$ cat src/grm_pkg.sv
/*
 Shared constants and types for the GMII reconciliation block.
 Assumes a single 40 MHz system clock that samples every GMII input pin.
*/
`default_nettype none
package grm_pkg;
   // ==========================================================
   // Clock and timing
   localparam int unsigned CLK_HZ = 40_000_000;
   localparam int unsigned LPI_HOLD_S = 1;
   localparam int unsigned LPI_HOLD_CYC = LPI_HOLD_S * CLK_HZ;
   // Half period of the sourced transmit clock, in system cycles
   localparam int unsigned GTX_HALF = 4;
   localparam int unsigned GTX_HALF_W = 4;

   // ==========================================================
   // Transmit codes with enable low; error high for all but idle
   localparam logic [7:0] TXD_LPI = 8'h01;
   localparam logic [7:0] TXD_EXT = 8'h0F;
   localparam logic [7:0] TXD_EXT_ERR = 8'h1F;
   localparam logic [7:0] TXD_IDLE = 8'h00;
   localparam int unsigned UNITS_PER_OCTET = 8;
   localparam logic [3:0] UNIT_CNT_FULL = 4'h8;

   // ==========================================================
   // Bit-level units at the MAC side
   typedef enum logic [2:0] {
      TXU_ONE,
      TXU_ZERO,
      TXU_COMPLETE,
      TXU_EXTEND,
      TXU_EXTEND_ERROR
   } grm_tx_unit_e;

   typedef enum logic [1:0] {
      RXU_ONE,
      RXU_ZERO,
      RXU_EXTEND
   } grm_rx_unit_e;
endpackage : grm_pkg
`default_nettype wire

$ cat src/grm_oct_if.sv
/*
 Octet hand-off from the receive sampler to the bit-level unit generator.
 Assumes both ends run on the same system clock.
*/
`default_nettype none
interface grm_oct_if;
   logic [7:0] octet;
   logic is_ext;
   logic load;
   modport src (output octet, output is_ext, output load);
   modport dst (input octet, input is_ext, input load);
endinterface : grm_oct_if
`default_nettype wire

$ cat src/grm_rx_bits.sv
/*
 Splits each received octet into eight bit-level receive units, LSB first.
 Assumes octets arrive no faster than one per eight system cycles.
*/
`default_nettype none
module grm_rx_bits (
   input wire logic sys_clk,
   input wire logic srst,
   grm_oct_if.dst oct,
   output var grm_pkg::grm_rx_unit_e rx_unit,
   output logic rx_unit_valid
);
   logic [7:0] shreg;
   logic [3:0] left;
   logic ext;

   // ==========================================================
   // Octet store and countdown
   always_ff @(posedge sys_clk) begin
      if (srst) begin
         shreg <= 8'h00;
         left <= 4'h0;
         ext <= 1'b0;
      end else if (oct.load) begin
         // A new octet restarts delivery
         shreg <= oct.octet;
         left <= grm_pkg::UNIT_CNT_FULL;
         ext <= oct.is_ext;
      end else if (left != 4'h0) begin
         shreg <= {1'b0, shreg[7:1]};
         left <= left - 4'h1;
      end
   end

   // ==========================================================
   // One unit per cycle
   always_ff @(posedge sys_clk) begin
      if (srst) begin
         rx_unit <= grm_pkg::RXU_ZERO;
         rx_unit_valid <= 1'b0;
      end else begin
         rx_unit_valid <= (left != 4'h0);
         if (ext) begin
            rx_unit <= grm_pkg::RXU_EXTEND;
         end else if (shreg[0]) begin
            rx_unit <= grm_pkg::RXU_ONE;
         end else begin
            rx_unit <= grm_pkg::RXU_ZERO;
         end
      end
   end
endmodule : grm_rx_bits
`default_nettype wire

$ cat src/grm_top.sv
/*
 Reconciliation logic between a bit-level MAC service and an octet-wide
 GMII PHY: transmit mapping, sourced transmit clock, receive mapping,
 carrier, collision and data-valid indications, error forcing, LPI gating.
 Assumes all GMII inputs are asynchronous to sys_clk and the receive clock
 is slow enough to be sampled (at most an eighth of sys_clk).
*/
`default_nettype none

// What this block does
// - No LPI request unless link is OK
// - Hold off LPI one second after link OK
// - Carrier sense defers MAC during LPI
// - Five transmit unit values mapped to pins
// - Enable high: eight TXD lines carry data
// - Enable low, error high: extend codes
// - Complete shown by dropping enable/error
// - Pins update once per eight units
// - Block sources the transmit clock
// - Receive units ONE, ZERO, EXTEND derived
// - Each received octet gives eight units
// - Extension code reported as EXTEND
// - Carrier follows CRS, indicate changes
// - Signal error follows COL, indicate changes
// - Receive error forces frame check failure
// - Extend error delivers data, forces failure
// - Substitute data so CRC cannot pass
// - Error propagation: error with enable
// - Corrupted extension uses extend error code
// - Repeater may forward errors onto TX_ER
// - Data-valid status tracked, changes indicated
// - Outputs stable at transmit clock rise
// - Receive pins sampled at receive clock rise
// - 0F extend, 1F extend error codes
// - LPI request: enable low, error high, 01
module grm_top #(
   parameter int unsigned LPI_HOLD_CYC = grm_pkg::LPI_HOLD_CYC,
   parameter int unsigned GTX_HALF = grm_pkg::GTX_HALF
) (
   input wire logic sys_clk,
   input wire logic srst,
   // MAC transmit units
   input wire grm_pkg::grm_tx_unit_e tx_unit,
   input wire logic tx_unit_valid,
   output logic tx_unit_ready,
   input wire logic tx_err_prop,
   // MAC LPI control
   input wire logic lpi_req,
   input wire logic link_ok,
   output logic lpi_active,
   // MAC receive units and indications
   output var grm_pkg::grm_rx_unit_e rx_unit,
   output logic rx_unit_valid,
   output logic rx_fcs_fail,
   output logic carrier_on,
   output logic carrier_chg,
   output logic signal_err,
   output logic signal_chg,
   output logic data_valid,
   output logic data_valid_chg,
   // GMII transmit
   output logic gtx_clk,
   output logic [7:0] txd,
   output logic tx_en,
   output logic tx_er,
   // GMII receive
   input wire logic rx_clk,
   input wire logic [7:0] rxd,
   input wire logic rx_dv,
   input wire logic rx_er,
   input wire logic crs,
   input wire logic col
);
   localparam int CW = $clog2(LPI_HOLD_CYC + 1);
   localparam int PW = 14;

   // ==========================================================
   // Pin synchronisers
   logic [PW-1:0] pin_meta;
   logic [PW-1:0] pin_s;
   logic rxclk_prev;
   logic s_rxclk;
   logic s_dv;
   logic s_er;
   logic [7:0] s_rxd;
   logic s_crs;
   logic s_col;
   logic s_link;

   always_ff @(posedge sys_clk) begin
      if (srst) begin
         pin_meta <= '0;
         pin_s <= '0;
         rxclk_prev <= 1'b0;
      end else begin
         pin_meta <= {link_ok, col, crs, rx_er, rx_dv, rxd, rx_clk};
         pin_s <= pin_meta;
         rxclk_prev <= s_rxclk;
      end
   end

   assign s_rxclk = pin_s[0];
   assign s_rxd = pin_s[8:1];
   assign s_dv = pin_s[9];
   assign s_er = pin_s[10];
   assign s_crs = pin_s[11];
   assign s_col = pin_s[12];
   assign s_link = pin_s[13];

   // ==========================================================
   // LPI gating
   // Counter restarts whenever the link drops, so the hold-off is
   // measured from the latest change to OK.
   logic [CW-1:0] hold_cnt;
   logic lpi_ok;

   always_ff @(posedge sys_clk) begin
      if (srst) begin
         hold_cnt <= '0;
      end else if (!s_link) begin
         hold_cnt <= '0;
      end else if (hold_cnt != CW'(LPI_HOLD_CYC)) begin
         hold_cnt <= hold_cnt + CW'(1);
      end
   end

   assign lpi_ok = s_link && (hold_cnt == CW'(LPI_HOLD_CYC));

   // ==========================================================
   // Sourced transmit clock
   logic [grm_pkg::GTX_HALF_W-1:0] div_cnt;
   logic div_wrap;
   logic gtx_fall;

   assign div_wrap = (div_cnt == grm_pkg::GTX_HALF_W'(GTX_HALF - 1));
   // Pins change as the clock falls, so they are settled at its rise
   assign gtx_fall = div_wrap && gtx_clk;

   always_ff @(posedge sys_clk) begin
      if (srst) begin
         div_cnt <= '0;
         gtx_clk <= 1'b0;
      end else if (div_wrap) begin
         div_cnt <= '0;
         gtx_clk <= !gtx_clk;
      end else begin
         div_cnt <= div_cnt + grm_pkg::GTX_HALF_W'(1);
      end
   end

   // ==========================================================
   // Transmit unit gathering
   logic [7:0] grp_bits;
   logic [3:0] grp_cnt;
   grm_pkg::grm_tx_unit_e grp_kind;
   logic grp_err;
   logic grp_full;
   logic take;

   assign grp_full = (grp_cnt == grm_pkg::UNIT_CNT_FULL);
   assign tx_unit_ready = !grp_full || gtx_fall;
   assign take = tx_unit_valid && tx_unit_ready;

   always_ff @(posedge sys_clk) begin
      if (srst) begin
         grp_bits <= 8'h00;
         grp_cnt <= 4'h0;
         grp_kind <= grm_pkg::TXU_COMPLETE;
         grp_err <= 1'b0;
      end else if (take) begin
         // Full group leaving now: this unit opens the next, no gap on the pins
         if (grp_cnt == 4'h0 || grp_full) begin
            grp_kind <= tx_unit;
         end
         grp_bits <= {tx_unit == grm_pkg::TXU_ONE, grp_bits[7:1]};
         grp_err <= (grp_err && !grp_full) || tx_err_prop;
         if (tx_unit == grm_pkg::TXU_COMPLETE) begin
            // A stop needs no further units
            grp_cnt <= grm_pkg::UNIT_CNT_FULL;
         end else begin
            grp_cnt <= grp_full ? 4'h1 : grp_cnt + 4'h1;
         end
      end else if (grp_full && gtx_fall) begin
         grp_cnt <= 4'h0;
         grp_err <= 1'b0;
      end
   end

   // ==========================================================
   // Transmit pin update
   always_ff @(posedge sys_clk) begin
      if (srst) begin
         txd <= grm_pkg::TXD_IDLE;
         tx_en <= 1'b0;
         tx_er <= 1'b0;
         lpi_active <= 1'b0;
      end else if (gtx_fall) begin
         lpi_active <= 1'b0;
         if (grp_full) begin
            case (grp_kind)
               grm_pkg::TXU_ONE,
               grm_pkg::TXU_ZERO: begin
                  txd <= grp_bits;
                  tx_en <= 1'b1;
                  tx_er <= grp_err;
               end
               grm_pkg::TXU_EXTEND: begin
                  txd <= grm_pkg::TXD_EXT;
                  tx_en <= 1'b0;
                  tx_er <= 1'b1;
               end
               grm_pkg::TXU_EXTEND_ERROR: begin
                  txd <= grm_pkg::TXD_EXT_ERR;
                  tx_en <= 1'b0;
                  tx_er <= 1'b1;
               end
               default: begin
                  txd <= grm_pkg::TXD_IDLE;
                  tx_en <= 1'b0;
                  tx_er <= 1'b0;
               end
            endcase
         end else if (lpi_req && lpi_ok && grp_cnt == 4'h0) begin
            txd <= grm_pkg::TXD_LPI;
            tx_en <= 1'b0;
            tx_er <= 1'b1;
            lpi_active <= 1'b1;
         end else begin
            // Underrun or idle both end up as inter-frame
            txd <= grm_pkg::TXD_IDLE;
            tx_en <= 1'b0;
            tx_er <= 1'b0;
         end
      end
   end

   // ==========================================================
   // Receive sampling
   grm_oct_if oct ();
   logic rx_rise;
   logic ext_code;
   logic ext_err_code;
   logic dv_now;
   logic bad_now;
   logic bad_frame;
   logic [7:0] rx_octet;
   logic rx_load;
   logic rx_is_ext;

   assign rx_rise = s_rxclk && !rxclk_prev;
   assign ext_code = !s_dv && s_er && (s_rxd == grm_pkg::TXD_EXT);
   assign ext_err_code = !s_dv && s_er && (s_rxd == grm_pkg::TXD_EXT_ERR);
   assign dv_now = s_dv || ext_code || ext_err_code;
   assign bad_now = (s_dv && s_er) || ext_err_code;

   // Set wins over the end-of-frame clear, so no error is lost
   always_ff @(posedge sys_clk) begin
      if (srst) begin
         bad_frame <= 1'b0;
      end else if (rx_rise) begin
         if (bad_now) begin
            bad_frame <= 1'b1;
         end else if (!dv_now) begin
            bad_frame <= 1'b0;
         end
      end
   end

   always_ff @(posedge sys_clk) begin
      if (srst) begin
         rx_octet <= 8'h00;
         rx_load <= 1'b0;
         rx_is_ext <= 1'b0;
      end else begin
         rx_load <= rx_rise && dv_now;
         if (rx_rise) begin
            rx_is_ext <= ext_code;
            if (bad_now || bad_frame) begin
               // Inverted data spoils the CRC; the flag backs it up
               rx_octet <= ~s_rxd;
            end else begin
               rx_octet <= s_rxd;
            end
         end
      end
   end

   assign oct.octet = rx_octet;
   assign oct.is_ext = rx_is_ext;
   assign oct.load = rx_load;

   grm_rx_bits u_bits (
      .sys_clk(sys_clk),
      .srst(srst),
      .oct(oct.dst),
      .rx_unit(rx_unit),
      .rx_unit_valid(rx_unit_valid)
   );

   // ==========================================================
   // Status indications
   always_ff @(posedge sys_clk) begin
      if (srst) begin
         rx_fcs_fail <= 1'b0;
      end else if (rx_rise) begin
         rx_fcs_fail <= bad_now || (bad_frame && dv_now);
      end
   end

   always_ff @(posedge sys_clk) begin
      if (srst) begin
         carrier_on <= 1'b0;
         carrier_chg <= 1'b0;
      end else begin
         // LPI holds off the full-duplex MAC via carrier
         carrier_on <= s_crs || lpi_active;
         carrier_chg <= carrier_on != (s_crs || lpi_active);
      end
   end

   always_ff @(posedge sys_clk) begin
      if (srst) begin
         signal_err <= 1'b0;
         signal_chg <= 1'b0;
      end else begin
         signal_err <= s_col;
         signal_chg <= signal_err != s_col;
      end
   end

   always_ff @(posedge sys_clk) begin
      if (srst) begin
         data_valid <= 1'b0;
         data_valid_chg <= 1'b0;
      end else begin
         data_valid_chg <= 1'b0;
         if (rx_rise) begin
            data_valid <= dv_now;
            data_valid_chg <= data_valid != dv_now;
         end
      end
   end
endmodule : grm_top
`default_nettype wire

$ cat config.mk
export PLATFORM = sky130hd
export DESIGN_NAME = grm_top
export DESIGN_NICKNAME = d
export VERILOG_FILES = /design/src/grm_pkg.sv /design/src/grm_oct_if.sv /design/src/grm_rx_bits.sv /design/src/grm_top.sv
export SDC_FILE = /design/constraint.sdc
export NUM_CORES = 1
export LEC_CHECK = 0
export BUFFER_PORTS_ARGS = -buffer_cell sky130_fd_sc_hd__buf_2
export CAP_MARGIN = 5
export CORE_ASPECT_RATIO = 0.8
export CORE_UTILIZATION = 45
export CTS_CLUSTER_SIZE = 40
export DETAILED_ROUTE_END_ITERATION = 8
export SYNTH_ARGS = -nofsm -noshare
export SYNTH_HDL_FRONTEND = slang
export SYNTH_SLANG_ARGS = --single-unit
export TNS_END_PERCENT = 30
$ cat constraint.sdc
create_clock -name sys_clk -period 4.2 [get_ports sys_clk]
set_input_delay 0.42 -clock sys_clk [delete_from_list [all_inputs] [get_ports sys_clk]]
set_output_delay 0.42 -clock sys_clk [all_outputs]
set_load 0.01 [all_outputs]
==> metrics.md <==
| Metric | Value |
|---|---|
| Status | `complete, no violations` |
| Grt ovf | `0` |
| Share of layout cells above drive strength 1 | `13.72%` |
| Pins over their slew limit | `0` |
| Worst-Margin Slew | `1.019 ns` |
| Fin cells | `723` |
| Unique masters post-synth | `47` |
| CORE AREA | `0.01036 mm²` |
| Leakage | `2.199 nW` |
| Initial detailed-routing violation count | `357` |
| # IOs | `45` |
| Sequential area share after synthesis | `49.82%` |
| Multi-input gate area | `0.002282 mm²` |
| Pwr dens | `520.9 mW/mm²` |
| Combinational cell fraction of total power | `7.9%` |
| Drt via density | `5.198` |
| Most common cell after layout, fill and taps aside | `dfxtp_1` |
| Depth of the CTS H-tree | `4` |
| FF/Latch Area | `0.002422 mm²` |
| Final hold viol count | `0` |
| Nets | `599` |
| Largest net degree at the start of global routing | `97` |
| Clk_skew | `0.007181 ns` |
| Max Cap Viol | `0` |
| ANT nets after route | `0` |
| Final Setup Violations | `0` |
| Internal power component | `2.359 mW` |
| Row count | `33` |
| Die footprint | `0.01123 mm²` |
| Die Ht | `94.97 µm` |
| FMAX | `0.3611 GHz` |
| Switching part of the total | `22.01%` |
| Yosys warns | `0` |
| Synthesis-stage register bit count | `121` |
| Net Switching | `0.6658 mW` |
| DR vias | `3,758` |
| Number of global-route vias before repair | `3,390` |
| Post-CTS setup repair buffer count | `0` |
| First drt pass iteration count | `4` |
| Setup TNS Final | `0 ns` |
| Reg clk slew, reported paths | `0.06 ns` |
| Cts hold-fix bufs | `0` |
| Async SR Flop Fraction | `0%` |
| # port buffers | `44` |
| Die width | `118.2 µm` |
| Synth Instances | `534` |
| Dpl cells | `691` |
| Worst skew pair latency | `0.40 ns` |
| Final Cycle Share | `65.94%` |
| Overall Global Routing Usage | `18.23%` |
| WL/cell | `13.30 µm` |
| Period minus WS final | `2.770 ns` |
| Max transition margin | `31.77%` |
| CP Class | `reg2out` |
| Post-Route WL | `9.617 mm` |
| RD Place Congestion | `0.7639` |
| Clk pwr share | `51.5%` |
| Synth Area per Inst | `9.105 µm²` |
| Critical path startpoint | `div_cnt[0]` |
| Syn Nets | `563` |
| Most frequent cells in the layout | `dfxtp_1, nor2_1, a21oi_1` |
| CTS tree | `yes` |
| EDFF count, synth | `0` |
| Filler cells | `943` |
| Fin util | `56.04%` |
| TritonCTS Sinks | `121` |
| Ant. Diodes | `0` |
| First-pass GRT wire length | `16.13 mm` |
| Post-CTS Resized | `0` |
| Worst reg2reg startpoint | `div_cnt[0]` |
| Critical Path RT | `3.78 ns` |
| HP Class | `in2reg` |
| Critical Path AT | `2.35 ns` |
| Seq pwr share | `40.6%` |
| Critical path peak fanout | `16` |
| Cts bufs inserted | `17` |
| Post-route DRC | `0` |
| Mapped Area | `0.004862 mm²` |
| RSZ-0062 raised after global routing | `no` |
| Final HPWL DP | `6.219 mm` |
| Initial Util | `46.92%` |
| Worst Setup End Kind | `primary output` |
| Initial antenna violation count | `0` |
| Worst VDD drop | `0.2687 mV` |
| P&R area growth vs syn | `19.45%` |
| Bufs on Longest Clock Path | `2` |
| CTS root buffer | `clkbuf_16` |
| Ys flop type | `dfxtp_1` |
| Worst Hold Launch | `rxd[7]` |
| Crit start category | `register` |
==> power by group through the flow <==
| stage | combinational, mW | clock [mW] | sequential (mW) |
|---|---|---|---|
| after floorplan | 0.191 | 0 | 1.24 |
| after global placement | 0.234 | 0 | 1.25 |
| after detailed placement | 0.240 | 0 | 1.25 |
| after CTS | 0.241 | 1.59 | 1.23 |
| after global routing | 0.267 | 1.64 | 1.23 |
| final | 0.238 | 1.56 | 1.23 |
==> cell usage after synthesis, drive strengths merged (6+ instances only) <==
cell type	count	area, µm²
a211oi	9	67.56
a21oi	46	230.2
clkbuf	23	86.33
dfxtp	121	2422
ha	7	87.58
inv	14	52.55
mux2i	18	180.2
nand2	27	101.4
nand3	20	100.1
nand4	8	65.06
nor2	52	195.2
nor2b	35	219.0
nor3	22	110.1
o21ai	17	85.08
o31ai	10	75.07
or3	9	56.30
or4	12	93.84
xnor2	11	96.34
xor2	6	52.55
==> final timing paths <==
check        slack [ns]  depth (start not counted)            end
max                1.43                          4  tx_unit_ready
min                0.22                          2    pin_meta[8]
max reg2reg        1.89                          5         txd[6]
min reg2reg        0.44                          1       pin_s[3]
==> registers in the layout, indices dropped and copies added, names as in the netlist, 2 cells and up <==
name,count
div_cnt,4
grp_bits,8
grp_cnt,4
grp_kind,3
hold_cnt,26
oct.octet,8
pin_meta,14
pin_s,14
txd,8
u_bits.left,4
u_bits.rx_unit,2
u_bits.shreg,8
==> through the flow <==
| step | area [µm²] | worst slack, ns | hold WS (ns) | power, mW |
|---|---|---|---|---|
| final | 5808 | 1.430 | 0.2181 | 3.025 |
| after global routing | 5808 | 1.314 | 0.2150 | 3.145 |
| after CTS | 5808 | 1.424 | 0.2054 | 3.059 |
| after detailed placement | 5160 | 1.865 | 0.4267 | 1.492 |
| after global placement | 5160 | 1.974 | 0.4211 | 1.485 |
| after floorplan | 4862 | 2.174 | 0.4138 | 1.435 |
==> routing by layer <==
metal	wire, µm	global-route usage, %
met4	38	8.654
met1	5106	25.42
met3	321	4.529
met5	0	0
met2	4151	26.32
==> layout make-up <==
type / count / share of cell area [%]
multi-input combinational: 371 / 39.29
clock inverter: 11 / 2.887
timing repair buffer: 45 / 3.921
tap: 140 / 3.016
sequential: 121 / 41.71
inverter: 14 / 0.9048
clock buffer: 21 / 8.272
==> worst max-delay path, cell delays in order, from the launching register on <==
cell and delay [ns]:
dfxtp_1 0.35, ha_1 0.24, nand4bb_1 0.62, nand2b_1 0.54
buf_2 0.20
==> cell families after synthesis <==
logic type               count (synthesis)  share of synthesized area (%)
AND/OR/NAND/NOR                        223                          25.19
flip-flops                             121                          49.82
AO/OA/AOI/OAI                          106                          13.07
buffers and inverters                   42                          3.345
multiplexers                            18                          3.706
XOR/XNOR                                17                          3.062
adder cells (fa/ha/maj)                  7                          1.801
Note: power is estimated with default switching activity, not from simulation.
